`src/logic/asp_regs.vh`:
```
`ifndef ASP_REGS_VH
`define ASP_REGS_VH

// serial port register offsets
`define ASP_ADDR_REF_PWR      16'h00A1
`define ASP_ADDR_FBDIV_PWR    16'h00A2
`define ASP_ADDR_INT_RSVD0    16'h0200
`define ASP_ADDR_INT_STAT     16'h0201
`define ASP_ADDR_INT_RSVD2    16'h0202
`define ASP_ADDR_INT_RSVD3    16'h0203
`define ASP_ADDR_GLB_RSVD13   16'h0213
`define ASP_ADDR_BOOT_FAIL    16'h0214
`define ASP_ADDR_BOOT_STAT    16'h0215

// field positions
`define ASP_REF_OFF_BIT       4
`define ASP_FRAC_DIS_BIT      1
`define ASP_LOL_BIT           2
`define ASP_SIGLOSS_BIT       0
`define ASP_BOOT_FAIL_BIT     0
`define ASP_CRC_GOOD_BIT      3
`define ASP_LOAD_DONE_BIT     0

// reset values
`define ASP_RST_REF_OFF       1'b0
`define ASP_RST_FRAC_DIS      1'b0
`define ASP_RST_STICKY        1'b0
`define ASP_RST_BOOT_FAIL     1'b0
`define ASP_RST_CRC_GOOD      1'b1
`define ASP_RST_LOAD_DONE     1'b0

// serial slave address, value is arbitrary
`define ASP_DEV_ADDR          7'h5A

`endif

```
`src/logic/asp_sync.v`:
```
`timescale 1ns/1ps
`default_nettype none

module asp_sync #(
   parameter         W       = 4,
   // per-bit reset level, set to the idle level of each pin
   parameter [W-1:0] RST_VAL = {W{1'b0}}
) (
   // clock and reset
   input  wire         clk_i,
   input  wire         rst_b_i,
   // asynchronous inputs and their synchronised copies
   input  wire [W-1:0] d_i,
   output wire [W-1:0] q_o
);

   genvar g;
   generate
      for (g = 0; g < W; g = g + 1) begin : g_bit
         reg meta_r;
         reg sync_r;
         always @(posedge clk_i or negedge rst_b_i) begin
            if (!rst_b_i) begin
               meta_r <= RST_VAL[g];
               sync_r <= RST_VAL[g];
            end else begin
               meta_r <= d_i[g];
               sync_r <= meta_r;
            end
         end
         assign q_o[g] = sync_r;
      end
   endgenerate

endmodule

`default_nettype wire

```
`src/logic/asp_status_regs.v`:
```
// Contract
// - ref-output power-down bit at one turns off regulator, resets zero.
// - feedback divider is fractional at zero, integer at one, resets 0.
// - each monitored alarm sets its own interrupt status bit.
// - a set status bit stays set after its alarm goes away.
// - a status bit clears only on reset or when a one is written to it serially.
// - the alarm output pins follow the live alarm state, no latching.
// - bit 2 of register 0201 is the sticky lock-loss flag, reset zero.
// - bit 0 of register 0201 is the sticky signal-loss flag, reset zero.
// - read-only boot-failure flag sets on a failed read, reset clears.
// - bit 3 of 0215 is an active-low CRC flag; at zero the port locks.
// - bit 0 of 0215 sets when the EEPROM read completes, reset clears.
`timescale 1ns/1ps
`default_nettype none
`include "asp_regs.vh"

module asp_status_regs #(
   parameter [6:0] DEV_ADDR = `ASP_DEV_ADDR
) (
   // clock and reset (reset is the hardware reset pin)
   input  wire mclk_i,
   input  wire rst_b_i,
   // serial port, sda is open drain
   input  wire scl_i,
   input  wire sda_i,
   output reg  sda_o,
   output reg  sda_oe_b_o,
   // live alarms from the analog side
   input  wire lock_loss_i,
   input  wire signal_loss_i,
   // eeprom loader status, same clock
   input  wire eeprom_load_done_i,
   input  wire eeprom_read_fail_i,
   input  wire eeprom_crc_fail_i,
   // alarm pins
   output reg  lock_loss_pin_o,
   output reg  signal_loss_pin_o,
   // power controls
   output reg  ref_power_down_o,
   output reg  fractional_feedback_disable_o,
   // status flags
   output reg  lock_loss_sticky_flag_o,
   output reg  signal_loss_sticky_flag_o,
   output reg  boot_read_failed_flag_o,
   output reg  eeprom_checksum_good_o,
   output reg  eeprom_load_complete_o,
   output reg  serial_port_locked_o
);

   localparam [2:0] ST_IDLE  = 3'd0;
   localparam [2:0] ST_RX    = 3'd1;
   localparam [2:0] ST_ACK   = 3'd2;
   localparam [2:0] ST_TX    = 3'd3;
   localparam [2:0] ST_TXACK = 3'd4;

   localparam [1:0] IDX_DEV  = 2'd0;
   localparam [1:0] IDX_AHI  = 2'd1;
   localparam [1:0] IDX_ALO  = 2'd2;
   localparam [1:0] IDX_DATA = 2'd3;

   function hit;
      input [15:0] a;
      input [15:0] b;
      begin
         hit = (a == b);
      end
   endfunction

   // synchronised pins
   wire [3:0] sync_q;
   wire       scl_s;
   wire       sda_s;
   wire       lol_s;
   wire       sgl_s;

   // bus pins idle high, so their flops reset high: no false edge
   asp_sync #(
      .W       (4),
      .RST_VAL (4'hC)
   ) u_sync (
      .clk_i   (mclk_i),
      .rst_b_i (rst_b_i),
      .d_i     ({scl_i, sda_i, lock_loss_i, signal_loss_i}),
      .q_o     (sync_q)
   );

   assign scl_s = sync_q[3];
   assign sda_s = sync_q[2];
   assign lol_s = sync_q[1];
   assign sgl_s = sync_q[0];

   reg        scl_d_r;
   reg        sda_d_r;
   reg [2:0]  state_r;
   reg [3:0]  bit_cnt_r;
   reg [7:0]  shift_r;
   reg [1:0]  byte_idx_r;
   reg        rnw_r;
   reg [15:0] addr_r;
   reg        wr_en_r;
   reg [15:0] wr_addr_r;
   reg [7:0]  wr_data_r;
   reg [7:0]  rd_byte;

   wire scl_rise = scl_s & ~scl_d_r;
   wire scl_fall = ~scl_s & scl_d_r;
   wire start_c  = scl_s & scl_d_r & sda_d_r & ~sda_s;
   wire stop_c   = scl_s & scl_d_r & ~sda_d_r & sda_s;

   always @(posedge mclk_i or negedge rst_b_i) begin
      if (!rst_b_i) begin
         scl_d_r <= 1'b1;
         sda_d_r <= 1'b1;
      end else begin
         scl_d_r <= scl_s;
         sda_d_r <= sda_s;
      end
   end

   // read mux, reserved and unmapped bits read zero
   always @* begin
      rd_byte = 8'h00;
      if (hit(addr_r, `ASP_ADDR_REF_PWR)) begin
         rd_byte[`ASP_REF_OFF_BIT] = ref_power_down_o;
      end else if (hit(addr_r, `ASP_ADDR_FBDIV_PWR)) begin
         rd_byte[`ASP_FRAC_DIS_BIT] = fractional_feedback_disable_o;
      end else if (hit(addr_r, `ASP_ADDR_INT_STAT)) begin
         rd_byte[`ASP_LOL_BIT] = lock_loss_sticky_flag_o;
         rd_byte[`ASP_SIGLOSS_BIT] = signal_loss_sticky_flag_o;
      end else if (hit(addr_r, `ASP_ADDR_BOOT_FAIL)) begin
         rd_byte[`ASP_BOOT_FAIL_BIT] = boot_read_failed_flag_o;
      end else if (hit(addr_r, `ASP_ADDR_BOOT_STAT)) begin
         rd_byte[`ASP_CRC_GOOD_BIT]  = eeprom_checksum_good_o;
         rd_byte[`ASP_LOAD_DONE_BIT] = eeprom_load_complete_o;
      end
   end

   // serial slave: device byte, two address bytes, then data with
   // auto-increment; no clock stretching
   always @(posedge mclk_i or negedge rst_b_i) begin
      if (!rst_b_i) begin
         state_r    <= ST_IDLE;
         bit_cnt_r  <= 4'h0;
         shift_r    <= 8'h00;
         byte_idx_r <= IDX_DEV;
         rnw_r      <= 1'b0;
         addr_r     <= 16'h0000;
         wr_en_r    <= 1'b0;
         wr_addr_r  <= 16'h0000;
         wr_data_r  <= 8'h00;
         sda_o      <= 1'b0;
         sda_oe_b_o <= 1'b1;
      end else begin
         wr_en_r <= 1'b0;
         sda_o   <= 1'b0;
         if (start_c) begin
            state_r    <= ST_RX;
            bit_cnt_r  <= 4'h0;
            byte_idx_r <= IDX_DEV;
            sda_oe_b_o <= 1'b1;
         end else if (stop_c) begin
            state_r    <= ST_IDLE;
            sda_oe_b_o <= 1'b1;
         end else begin
            case (state_r)
               ST_IDLE: begin
                  sda_oe_b_o <= 1'b1;
               end
               ST_RX: begin
                  if (scl_rise && bit_cnt_r != 4'd8) begin
                     shift_r   <= {shift_r[6:0], sda_s};
                     bit_cnt_r <= bit_cnt_r + 4'd1;
                  end else if (scl_fall && bit_cnt_r == 4'd8) begin
                     bit_cnt_r <= 4'h0;
                     case (byte_idx_r)
                        IDX_DEV: begin
                           // locked port: address never acknowledged
                           if (shift_r[7:1] == DEV_ADDR &&
                               eeprom_checksum_good_o) begin
                              rnw_r      <= shift_r[0];
                              sda_oe_b_o <= 1'b0;
                              state_r    <= ST_ACK;
                           end else begin
                              state_r <= ST_IDLE;
                           end
                        end
                        IDX_AHI: begin
                           addr_r[15:8] <= shift_r;
                           sda_oe_b_o   <= 1'b0;
                           state_r      <= ST_ACK;
                        end
                        IDX_ALO: begin
                           addr_r[7:0] <= shift_r;
                           sda_oe_b_o  <= 1'b0;
                           state_r     <= ST_ACK;
                        end
                        IDX_DATA: begin
                           wr_en_r    <= 1'b1;
                           wr_addr_r  <= addr_r;
                           wr_data_r  <= shift_r;
                           sda_oe_b_o <= 1'b0;
                           state_r    <= ST_ACK;
                        end
                        default: begin
                           state_r <= ST_IDLE;
                        end
                     endcase
                  end
               end
               ST_ACK: begin
                  if (scl_fall) begin
                     if (byte_idx_r == IDX_DATA) begin
                        addr_r <= addr_r + 16'h0001;
                     end else begin
                        byte_idx_r <= byte_idx_r + 2'd1;
                     end
                     if (byte_idx_r == IDX_DEV && rnw_r) begin
                        shift_r    <= rd_byte;
                        sda_oe_b_o <= rd_byte[7];
                        bit_cnt_r  <= 4'd1;
                        state_r    <= ST_TX;
                     end else begin
                        sda_oe_b_o <= 1'b1;
                        state_r    <= ST_RX;
                     end
                  end
               end
               ST_TX: begin
                  if (scl_fall) begin
                     if (bit_cnt_r == 4'd8) begin
                        sda_oe_b_o <= 1'b1;
                        addr_r     <= addr_r + 16'h0001;
                        state_r    <= ST_TXACK;
                     end else begin
                        shift_r    <= {shift_r[6:0], 1'b0};
                        sda_oe_b_o <= shift_r[6];
                        bit_cnt_r  <= bit_cnt_r + 4'd1;
                     end
                  end
               end
               ST_TXACK: begin
                  if (scl_rise && sda_s) begin
                     state_r <= ST_IDLE;
                  end else if (scl_fall) begin
                     shift_r    <= rd_byte;
                     sda_oe_b_o <= rd_byte[7];
                     bit_cnt_r  <= 4'd1;
                     state_r    <= ST_TX;
                  end
               end
               default: begin
                  state_r    <= ST_IDLE;
                  sda_oe_b_o <= 1'b1;
               end
            endcase
         end
      end
   end

   wire wr_ref   = wr_en_r & hit(wr_addr_r, `ASP_ADDR_REF_PWR);
   wire wr_fbdiv = wr_en_r & hit(wr_addr_r, `ASP_ADDR_FBDIV_PWR);
   wire wr_stat  = wr_en_r & hit(wr_addr_r, `ASP_ADDR_INT_STAT);
   wire clr_lol  = wr_stat & wr_data_r[`ASP_LOL_BIT];
   wire clr_sgl  = wr_stat & wr_data_r[`ASP_SIGLOSS_BIT];

   // sticky next values: set wins over a same-cycle clear
   wire lol_nxt = lol_s | (lock_loss_sticky_flag_o & ~clr_lol);
   wire sgl_nxt = sgl_s | (signal_loss_sticky_flag_o & ~clr_sgl);

   always @(posedge mclk_i or negedge rst_b_i) begin
      if (!rst_b_i) begin
         ref_power_down_o              <= `ASP_RST_REF_OFF;
         fractional_feedback_disable_o <= `ASP_RST_FRAC_DIS;
         lock_loss_sticky_flag_o       <= `ASP_RST_STICKY;
         signal_loss_sticky_flag_o     <= `ASP_RST_STICKY;
         boot_read_failed_flag_o       <= `ASP_RST_BOOT_FAIL;
         eeprom_checksum_good_o        <= `ASP_RST_CRC_GOOD;
         eeprom_load_complete_o        <= `ASP_RST_LOAD_DONE;
         serial_port_locked_o          <= 1'b0;
         lock_loss_pin_o               <= 1'b0;
         signal_loss_pin_o             <= 1'b0;
      end else begin
         if (wr_ref) begin
            ref_power_down_o <= wr_data_r[`ASP_REF_OFF_BIT];
         end
         if (wr_fbdiv) begin
            fractional_feedback_disable_o <=
               wr_data_r[`ASP_FRAC_DIS_BIT];
         end
         lock_loss_sticky_flag_o   <= lol_nxt;
         signal_loss_sticky_flag_o <= sgl_nxt;
         lock_loss_pin_o   <= lol_s;
         signal_loss_pin_o <= sgl_s;
         boot_read_failed_flag_o <= boot_read_failed_flag_o |
                                    eeprom_read_fail_i;
         eeprom_checksum_good_o  <= eeprom_checksum_good_o &
                                    ~eeprom_crc_fail_i;
         serial_port_locked_o    <= ~(eeprom_checksum_good_o &
                                      ~eeprom_crc_fail_i);
         eeprom_load_complete_o  <= eeprom_load_complete_o |
                                    eeprom_load_done_i;
      end
   end

endmodule

`default_nettype wire

```
`config.mk`:
```
export PLATFORM = sky130hd
export DESIGN_NAME = asp_status_regs
export DESIGN_NICKNAME = d
export VERILOG_FILES = /design/src/logic/asp_sync.v /design/src/logic/asp_status_regs.v
export VERILOG_INCLUDE_DIRS = /design/src /design/src/logic
export SDC_FILE = /design/constraint.sdc
export NUM_CORES = 1
export LEC_CHECK = 0
export BUFFER_PORTS_ARGS = -buffer_cell sky130_fd_sc_hd__buf_2
export CORE_MARGIN = 2
export CORE_UTILIZATION = 35
export CTS_BUF_LIST = sky130_fd_sc_hd__clkbuf_2
export CTS_CLUSTER_SIZE = 40
export DETAILED_ROUTE_END_ITERATION = 10
export GPL_TIMING_DRIVEN = 0
export HOLD_SLACK_MARGIN = 0.05
export PLACE_DENSITY = 0.49
export SLEW_MARGIN = 20
export SYNTH_ARGS = -nofsm -noshare
export SYNTH_HDL_FRONTEND = slang
export SYNTH_SLANG_ARGS = --single-unit
```
`constraint.sdc`:
```
create_clock -name mclk_i -period 1.7 [get_ports mclk_i]
set_input_delay 0.34 -clock mclk_i [delete_from_list [all_inputs] [get_ports mclk_i]]
set_output_delay 0.34 -clock mclk_i [all_outputs]
set_load 0.02 [all_outputs]
```
Word-level counts from Yosys, hierarchy flattened
Index checks and enable logic that the tools add are counted.
Storage, ports and cells
  register bits after elaboration: 77
  latch bits: 0
  RAM bits: 0
  memory bits (read-only): 0
  input bits: 9
  output and inout bits: 12
  memories: 0
Operators by class
  add/sub/neg operators: 3
  multiply operators: 0
  divide/modulo/power cells: 0
  order comparisons: 0
  eq/ne operators: 50
  shifts and indexed selects: 0
  muxes and demuxes: 77
  bitwise operators: 30
  reductions and logical operators: 22
Operator list (number)
  $mux W16: 6
  $mux W8: 9
  $eq A16 B10 Y1 const B: 4
  $eq A16 B8 Y1 const B: 4
  $pmux W16 S3: 1
  $mux W4: 11
  $ne A4 B4 Y1 const B: 9
  $pmux W8 S4: 1
  $reduce_and A10 Y1: 3
  $ne A2 B2 Y1 const B: 14
  $mux W1: 27
  $mux W3: 9
  $ne A3 B3 Y1 const B: 7
  $reduce_and A7 Y1: 3
  $add A16 B1 Y16 const B: 1
  $mux W2: 8
  $pmux W4 S4: 1
  $and A1 B1 Y1: 15
  $pmux W3 S5: 1
  $not A1 Y1: 11
  $ne A5 B5 Y1 const B: 2
  $reduce_and A9 Y1: 1
  $eq A7 B7 Y1 const B: 1
  $eq A3 B2 Y1 const B: 2
  other kinds (22): 31

Longest topological paths before layout
Gate-level depths: netlist of run 1.
  depth after elaboration: 9
  gate-level depth with buffers: 9

Modules after synthesis
From an unflattened synthesis of run 1, not the netlist that was laid out.
Unflattened totals
  cells, all modules: 394
  area, all modules: 3998.8 um^2
Modules (own cells, without submodules)
  asp_status_regs: times used 1, cells each 382, area each 3763.6 um^2, seq. area each 1706.6 um^2
  asp_sync: times used 1, cells each 12, area each 235.2 um^2, seq. area each 205.2 um^2

Worst setup path after synthesis of run 1
Ideal clock, no wire load.
  path type: register to register
  start point: register bit_cnt_r[0]
  end point: register bit_cnt_r[2]
  library setup time: 0.066 ns
  data arrival time: 1.866 ns
  required time: 1.634 ns
  setup slack: -0.232 ns
  stages on the path, launching flop included: 9
  cell sequence: dfrtp_1 -> inv_1 -> ha_1 -> nand3b_1 -> or2_4 -> a21oi_2 -> o221ai_2 -> or4b_1 -> nand2_1
Between the ends
  cells in the longest elaborated chain, start to end: 6
RTL lines
  start: declaration: RTL line asp_status_regs.v:95  | reg [3:0] bit_cnt_r;
  start signal: assignment: RTL line asp_status_regs.v:172  | bit_cnt_r <= bit_cnt_r + 4'd1;
  start signal: assignment: RTL line asp_status_regs.v:237  | bit_cnt_r <= bit_cnt_r + 4'd1;
  $add A4 B1 Y4 / $ne A4 B4 Y1 (equally long branches): RTL line asp_status_regs.v:172, asp_status_regs.v:237, asp_status_regs.v:170
  $mux W4 / $logic_and A1 B1 Y1 (equally long branches): RTL line asp_status_regs.v:230, asp_status_regs.v:170
  $mux W4, on equally long branches: RTL line asp_status_regs.v:229, asp_status_regs.v:170
  $pmux W4 S4: RTL line asp_status_regs.v:165  | case (state_r)
  $mux W4: RTL line asp_status_regs.v:161  | end else if (stop_c) begin
  $mux W4: RTL line asp_status_regs.v:156  | if (start_c) begin
Parallel ways exist; a longest one is shown, timed or not. The select of a mux whose other input is x is not followed.
A chain may end at the register's enable or synchronous reset.

Worst setup path in the final report of run 1
  start point: register state_r[1]
  end point: register bit_cnt_r[2]
Between the ends
  cells in the longest elaborated chain, start to end: 4
RTL lines
  start: declaration: RTL line asp_status_regs.v:94  | reg [2:0] state_r;
  start signal: assignment: RTL line asp_status_regs.v:142  | state_r <= ST_IDLE;
  start signal: assignment: RTL line asp_status_regs.v:157  | state_r <= ST_RX;
  start signal: assignment: RTL line asp_status_regs.v:162  | state_r <= ST_IDLE;
  $eq A3 B3 Y1, or another cell as far along: RTL line asp_status_regs.v:165
  $pmux W4 S4: RTL line asp_status_regs.v:165
  $mux W4: RTL line asp_status_regs.v:161
  $mux W4: RTL line asp_status_regs.v:156
Parallel ways exist; a longest one is shown, timed or not. The select of a mux whose other input is x is not followed.

==> results of run 1 <==
==> per-stage QoR <==
stage / setup WS, ns / instances / util [%]
6_report: -0.329 / 665 / 51.2
3_3_place_gp: -0.530 / 584 / 38.6
2_1_floorplan: -0.232 / 425 / -
3_5_place_dp: -0.518 / 585 / 38.9
5_1_grt: -0.424 / 664 / 51.2
4_1_cts: -0.265 / 654 / 48.0
==> Yosys cell counts, drive strengths merged, types with 5 or more instances <==
cell | n | area [sq um]
a21oi | 35 | 179
a31oi | 11 | 68.8
buf | 14 | 86.3
clkbuf | 8 | 30.0
dfrtp | 68 | 1700
dfstp | 8 | 210
ha | 10 | 125
inv | 13 | 48.8
nand2 | 83 | 312
nand2b | 5 | 31.3
nand3 | 15 | 75.1
nor2 | 38 | 143
nor2b | 5 | 31.3
nor3 | 8 | 56.3
o21ai | 22 | 110
o22a | 7 | 61.3
==> final cells by class <==
cell class	count	area share [%]
inverters	14	1.09
repair buffers	87	13.7
clock buffers	9	0.815
multi-input cells	313	42.5
clock inverters	7	0.928
diodes	1	0.0453
plain buffers	18	3.15
well taps	140	3.17
flip-flops and latches	76	34.7
==> final timing paths <==
| kind | startpoint | slack, ns | end | cells after the start |
|---|---|---|---|---|
| setup / recovery | state_r[1]$_DFFE_PN0P_ | -0.33 | bit_cnt_r[2]$_DFFE_PN0P_ | 7 |
| hold / removal | rst_b_i | 0.17 | wr_addr_r[3]$_DFFE_PN0P_ | 2 |
| setup reg to reg | state_r[1]$_DFFE_PN0P_ | -0.33 | bit_cnt_r[2]$_DFFE_PN0P_ | 7 |
| hold reg to reg | u_sync.g_bit[3].meta_r$_DFF_PN1_ | 0.37 | u_sync.g_bit[3].sync_r$_DFF_PN1_ | 0 |
| max in group asynchronous | rst_b_i | 0.86 | sda_d_r$_DFF_PN1_ | 3 |
| min in group mclk_i | u_sync.g_bit[3].meta_r$_DFF_PN1_ | 0.37 | u_sync.g_bit[3].sync_r$_DFF_PN1_ | 0 |
==> worst reg2reg max path: cells and delay by family (launching register included) <==
| family | cells | cell delay [ns] |
|---|---|---|
| AND/OR/NAND/NOR | 3 | 0.84 |
| flip-flops | 1 | 0.47 |
| AO/OA/AOI/OAI | 2 | 0.35 |
| buffers and inverters | 2 | 0.33 |
==> where the power goes <==
group,total [mW],switching (mW),internal [mW]
combinational,0.964,0.492,0.471
sequential,2.12,0.178,1.95
clock,0.917,0.721,0.196
total,4.01,1.39,2.61
==> registers in the layout, summed over array words and instances, names as in the netlist, 2 cells and up <==
name	cells
byte_idx_r	2
u_sync.g_bit.sync_r	4
shift_r	8
addr_r	16
state_r	3
wr_data_r	4
bit_cnt_r	4
wr_addr_r	16
u_sync.g_bit.meta_r	4
==> repair_timing <==
action,in CTS,in global routing
setup endpoints to repair,57,57
hold endpoints to repair,76,0
gates resized for setup,120,80
pin swaps,26,39
setup buffers,44,11
gates cloned,2,3
hold buffers,8,0
==> cell families after synthesis <==
logic type               synth area share [%]
AND/OR/NAND/NOR                          24.9
AO/OA/AOI/OAI                            16.3
flip-flops                               49.4
buffers and inverters                    4.37
adder cells (fa/ha/maj)                  3.24
multiplexers                             1.13
XOR/XNOR                                0.453
other                                  0.0970
==> metal layers <==
metal | global-route usage (%) | up-vias | routed length, um
li1 | - | 1689 | -
met1 | 27.2 | 1735 | 5220
met2 | 33.1 | 90 | 5700
met3 | 3.65 | 29 | 443
met4 | 9.98 | 0 | 299
met5 | 0 | - | 0
==> reports/results.env, run 1 <==
DETAIL_ROUTE.ITER0.VIOLATIONS=183
CP_DATA_ARRIVAL_TIME_NS=2.56
ROUTABILITYCONGESTION=0.844
CTS.REPORTEDPATHS.CLKPINSLEW_NS=0.24
FINAL.MIN_CLOCK_PERIOD_NS=2.03
SEQ_AREA_SQ_UM=1920
CRIT_PATH_START_KIND='flip-flop'
POSTSYNTHNETCOUNT=444
WORST_SETUP_PATH_END_KIND='flip-flop'
ANTENNA_VIOLATING_NETS_POST_ROUTE=0
ROUTED_VIA_DENSITY=5.33
BOUNDARYPINS=21
SETUP_TOTAL_NEGATIVE_SLACK_NS=-6.01
MAXCAPVIOLATIONS=0
GLOBAL_ROUTE_WIRE_LENGTH_BEFORE_REPAIR_UM=18500
CRIT_CHAIN='buf_4 -> nor3b_4 -> buf_4 -> a211o_1 -> o311ai_2 -> or4b_1 -> nand2_1'
REPORT.FINAL.SLEW_VIOL_COUNT=0
SETUP_WS_NS=-0.329
CTS_INSERTED_BUFFERS=9
FINAL_COMMON_CELL='sky130_fd_sc_hd__dfrtp_1'
FINALCLOCKSKEW_NS=0.0251
YOSYS_MOST_USED_DFF='sky130_fd_sc_hd__dfrtp_1'
CRITPATHKIND='reg -> reg'
DRIVE_GT1_SHARE_PCT=44.8
DIE_Y_UM=109
YOSYS.CELL_TYPES.COUNT=64
CLOCK_TREE.HTREE_LEVEL_COUNT=3
SYNTH_TO_LAYOUT_AREA_GROWTH_PCT=43.0
N_FILL_CELL=990
UNREPAIRED_SETUP_ENDPOINTS_AFTER_GLOBAL_ROUTING='true'
REMAINING_DRC_ERRORS=0
TOTAL_LEAKAGE_POWER_nW=2.40
WORST_HOLD_PATH_TYPE='in -> async'
WORSTMARGINPINSLEW_NS=0.513
ROUTE.VIAS.TOTAL=3543
NETLIST_AREA_SQ_UM=3870
TOP_LIBRARY_CELLS_BY_USAGE_IN_THE_LAYOUT_FILL_AND_TAPS_ASIDE='sky130_fd_sc_hd__dfrtp_1, sky130_fd_sc_hd__nand2_1, sky130_fd_sc_hd__buf_4'
YOSYS_WARNINGS=0
OVERFLOW=0
TOTALWIRELENGTH_UM=11700
LARGEST_VOLTAGE_DROP_ON_THE_VDD_NET_uV=617
POST_SYNTH_EDFFS=0
CTS_TREE='yes'
INITIAL_CORE_UTIL_PCT=35.8
P_PER_AREA_nW_PER_UM2=724
SYN-MEAN-INSTANCE-AREA_SQ_UM=9.10
CLOCK_SINK_COUNT=76
TIMING.CRITICAL_PATH.SLOWEST_STAGE_CELL='sky130_fd_sc_hd__or4b_1'
MULTIINPUTGATEAREA_SQ_UM=2350
WIRE_LENGTH_PER_CELL_UM=17.5
TIMING_HOLD_VIOLATIONS_FINAL=0
ANTENNA_FOUND_INITIAL=0
STATUS='finished, violations left'
CORE.ROWCOUNT=38
INSERTION_DELAY_NS=0.58
DIE-WIDTH_UM=109
PORTBUFFERS=19
PART_OF_THE_YOSYS_AREA_USED_FOR_SEQUENTIAL_ELEMENTS_PCT=49.4
CRIT_FANOUT=5
TOTAL_POWER_mW=4.01
DESIGN_AREA_SQ_UM=5530
ACHIEVABLE-FREQUENCY_MHz=493
MAX_STAGE_DELAY_NS=0.54
SETUP_VIOL=54
GRT_MAX_DEGREE=50
DRT_PASS1_ITERATIONS=4
NETS=538
WORST_EP_REQUIRED_TIME_NS=2.23
VIOLATIONS='setup timing'
TIMING.CRITICAL_PATH.BUF_INV=2
DIE-AREA_SQ_UM=11900
RELSLEWSLACK_PCT=65.8
CP_TOP_FAMILY='simple AND/OR/NAND/NOR gates'
GRT_PASS1_VIAS=3548
SYNTH_ASYNC_SR_FLOP_SHARE_PCT=100
POST_SYNTH_INST_COUNT=425
CTSLONGESTPATHBUFFERS=2
PATH_COMMON_CELL='sky130_fd_sc_hd__buf_4'
FIN_HOLD_WS_NS=0.172
AREA_OF_THE_CORE_REGION_SQ_UM=10800
YS_SEQ_ELEMENTS=76
DPL_CELL_AREA_SQ_UM=4200
MIN_PERIOD_OVER_PERIOD_PCT=119
GRT.TOTAL_USAGE_PCT=20.7
ROOT_BUFFER='sky130_fd_sc_hd__clkbuf_2'
DPL.HPWL_UM=7040
(Power assumes the default switching activity.)
==> run 2: changes to the inputs <==
==> constraint.sdc (replaced) <==
create_clock -name mclk_i -period 1.7 [get_ports mclk_i]
set_input_delay 0.085 -clock mclk_i [delete_from_list [all_inputs] [get_ports mclk_i]]
set_output_delay 0.085 -clock mclk_i [all_outputs]
set_load 0.02 [all_outputs]
==> reports/results.env, run 2 (synthesis results as in run 1) <==
POWER.SEQUENTIAL.FRACTION_PCT=52.8  # was 53.0%
SWSHARE_PCT=34.8  # was 34.7%
INTERNAL-POWER_mW=2.62  # was 2.61 mW
DRT_PASS1_ITERATIONS=4  # unchanged
SYNTH_TO_LAYOUT_AREA_GROWTH_PCT=43.1  # was 43.0%
NETS=538  # unchanged
FINALCLOCKSKEW_NS=0.0297  # was 0.0251 ns
ACHIEVABLE-FREQUENCY_MHz=493  # about the same
PLACE_WORST_SETUP_SLACK_NS=-0.518  # unchanged
TOTAL_LEAKAGE_POWER_nW=2.40  # about the same
REMAINING_DRC_ERRORS=0  # unchanged
DPL_CELL_AREA_SQ_UM=4200  # unchanged
CRIT_FANOUT=5  # unchanged
P_PER_AREA_nW_PER_UM2=725  # was 724 nW/um^2
SETUP_WS_NS=-0.329  # about the same
N_FILL_CELL=992  # was 990
CRITPATHCAPTURE='bit_cnt_r[2]$_DFFE_PN0P_'  # unchanged
INITIAL_CORE_UTIL_PCT=35.8  # unchanged
CTS_TREE='yes'  # unchanged
WORST_SETUP_PATH_END_KIND='flip-flop'  # unchanged
CRITICAL_PATH.REG2REG.STARTPOINT='state_r[1]$_DFFE_PN0P_'  # unchanged
ROUTABILITYCONGESTION=0.844  # unchanged
CLKPWRFRAC_PCT=23.0  # was 22.9%
CP_DATA_ARRIVAL_TIME_NS=2.56  # about the same
WORST_HOLD_PATH_TYPE='in -> reg'  # was in -> async
CTSLONGESTPATHBUFFERS=2  # unchanged
GLOBAL_ROUTE_WIRE_LENGTH_BEFORE_REPAIR_UM=18500  # about the same
WORSTMARGINPINSLEW_NS=0.511  # was 0.513 ns
DIE_Y_UM=109  # unchanged
GRT_MAX_DEGREE=50  # unchanged
CTS_INSERTED_BUFFERS=9  # unchanged
DETAIL_ROUTE.ITER0.VIOLATIONS=183  # unchanged
GRT.TOTAL_USAGE_PCT=20.7  # about the same
LARGEST_VOLTAGE_DROP_ON_THE_VDD_NET_uV=617  # about the same
TOTALWIRELENGTH_UM=11700  # about the same
TOTAL_POWER_mW=4.02  # was 4.01 mW
CLOCK_SINK_COUNT=76  # unchanged
WIRE_LENGTH_PER_CELL_UM=17.6  # was 17.5 um
DIE-AREA_SQ_UM=11900  # unchanged
STATUS='finished, violations left'  # unchanged
MAXCAPVIOLATIONS=0  # unchanged
DRIVE_GT1_SHARE_PCT=44.7  # was 44.8%
LARGEST_REGISTERS='addr_r (16), wr_addr_r (16), shift_r (8)'  # unchanged
ROOT_BUFFER='sky130_fd_sc_hd__clkbuf_2'  # unchanged
DR_WL_MET2_UM=5750  # was 5700 um
FINAL_COMMON_CELL='sky130_fd_sc_hd__dfrtp_1'  # unchanged
CORE.ROWCOUNT=38  # unchanged
AREA_OF_THE_CORE_REGION_SQ_UM=10800  # unchanged
ROUTE.MET3.WL_UM=453  # was 443 um
OVERFLOW=0  # unchanged
GRT_PASS1_VIAS=3566  # was 3548
BOUNDARYPINS=21  # unchanged
CRITPATHKIND='reg -> reg'  # unchanged
NET-SWITCHING-POWER_mW=1.40  # was 1.39 mW
FIRST_ELEMENT_OF_THE_CRITICAL_PATH='state_r[1]$_DFFE_PN0P_'  # unchanged
FIN_UTIL_PCT=51.3  # was 51.2%
DIE-WIDTH_UM=109  # unchanged
WORST_R2R_ENDPOINT='bit_cnt_r[2]$_DFFE_PN0P_'  # unchanged
ROUTE.VIAS.TOTAL=3555  # was 3543
REPORT.FINAL.SLEW_VIOL_COUNT=0  # unchanged
M1WIRELENGTH_UM=5240  # was 5220 um
FINAL_CELLS=665  # unchanged
TIMING_HOLD_VIOLATIONS_FINAL=0  # unchanged
CLOCK_TREE.HTREE_LEVEL_COUNT=3  # unchanged
INSERTION_DELAY_NS=0.59  # was 0.58 ns
VIOLATIONS='setup timing'  # unchanged
DESIGN_AREA_SQ_UM=5540  # was 5530 sq um
ANTENNA_FOUND_INITIAL=0  # unchanged
WORST_R2R_PATH_DEPTH=7  # unchanged
TOP_LIBRARY_CELLS_BY_USAGE_IN_THE_LAYOUT_FILL_AND_TAPS_ASIDE='sky130_fd_sc_hd__dfrtp_1, sky130_fd_sc_hd__nand2_1, sky130_fd_sc_hd__buf_4'  # unchanged
CRIT_PATH_START_KIND='flip-flop'  # unchanged
ANTENNA_VIOLATING_NETS_POST_ROUTE=0  # unchanged
ROUTED_VIA_DENSITY=5.35  # was 5.33
PORTBUFFERS=19  # unchanged
NUMPLACEDINSTANCES=585  # unchanged
RELSLEWSLACK_PCT=65.9  # was 65.8%
P_COMB_SHARE_PCT=24.2  # was 24.1%
CTS.REPORTEDPATHS.CLKPINSLEW_NS=0.23  # was 0.24 ns
UNREPAIRED_SETUP_ENDPOINTS_AFTER_GLOBAL_ROUTING='true'  # unchanged
ROUTED.TOP_LAYER='met4'  # unchanged
MIN_PERIOD_OVER_PERIOD_PCT=119  # about the same
SETUP_VIOL=54  # unchanged
DPL.HPWL_UM=7040  # unchanged
WORST_EP_REQUIRED_TIME_NS=2.23  # about the same
REGTOREGSETUPSLACK_NS=-0.33  # about the same
FINAL.MIN_CLOCK_PERIOD_NS=2.03  # about the same
[run 2: changes by cell type in the layout (fill, tap and decap cells not counted), sizes merged]
cell and delta:
dlygate4sd3 +1, buf -1
[run 2: power groups by stage]
| stage | Sequential (mW) | Clock (mW) | Combinational (mW) |
|---|---|---|---|
| 5_1_grt | 2.14 | 1.03 | 1.05 |
| 3_5_place_dp | 2.15 | 0 | 0.613 |
| 3_3_place_gp | 2.14 | 0 | 0.602 |
| 2_1_floorplan | 2.09 | 0 | 0.424 |
| 4_1_cts | 2.11 | 0.944 | 0.881 |
| 6_report | 2.12 | 0.923 | 0.970 |
[run 2: layout make-up]
class                   instances  area, sq um  share of cell area [%]
diodes                          1         2.50                  0.0452
well taps                     140          175                    3.16
clock buffers                   9         45.0                   0.814
plain buffers                  18          174                    3.14
inverters                      14         60.1                    1.08
clock inverters                 7         51.3                   0.927
flip-flops and latches         76         1920                    34.6
repair buffers                 87          763                    13.8
multi-input cells             313         2350                    42.4
[run 2: per-stage QoR]
step           hold slack (ns)  TNS, ns
5_1_grt                 0.0632   -10.42
6_report                 0.126    -6.03
2_1_floorplan           -0.211    -1.34
3_5_place_dp            0.0403   -20.88
3_3_place_gp             0.191   -22.36
4_1_cts                 0.0844    -4.30
[run 2: how the worst min path moves through the flow]
stage / cells past startpoint / startpoint / endpoint / slack [ns]
floorplan: 0 / rst_b_i / addr_r[0]$_DFFE_PN0P_ / -0.21
global placement: 1 / scl_i / u_sync.g_bit[3].meta_r$_DFF_PN1_ / 0.19
detailed placement: 1 / rst_b_i / wr_addr_r[3]$_DFFE_PN0P_ / 0.04
CTS: 2 / scl_i / u_sync.g_bit[3].meta_r$_DFF_PN1_ / 0.08
global route: 2 / lock_loss_i / u_sync.g_bit[1].meta_r$_DFF_PN0_ / 0.06
finish: 2 / lock_loss_i / u_sync.g_bit[1].meta_r$_DFF_PN0_ / 0.13
[run 2: critical path, stage by stage, from the launching register on]
cell                       delay [ns]
sky130_fd_sc_hd__dfrtp_1         0.47
sky130_fd_sc_hd__buf_4           0.17
sky130_fd_sc_hd__nor3b_4         0.22
sky130_fd_sc_hd__buf_4           0.15
sky130_fd_sc_hd__a211o_1         0.15
sky130_fd_sc_hd__o311ai_2        0.20
sky130_fd_sc_hd__or4b_1          0.54
sky130_fd_sc_hd__nand2_1         0.08
[run 2: what timing repair did]
action / 4_1_cts / 5_1_grt
pin swaps: 26 / 39
setup endpoints to repair: 56 / 56
hold buffers: 10 / 0
buffers inserted: 43 / 10
endpoints found under the hold margin: 84 / 0
resized for setup: 118 / 79
gates cloned: 2 / 3
[run 2: routing by layer]
metal  vias to the layer above  global-route usage, %
met2                        92                   33.1
met4                         0                   9.98
met5                         -                      0
met3                        29                   3.65
met1                      1737                   27.1
li1                       1697                      -
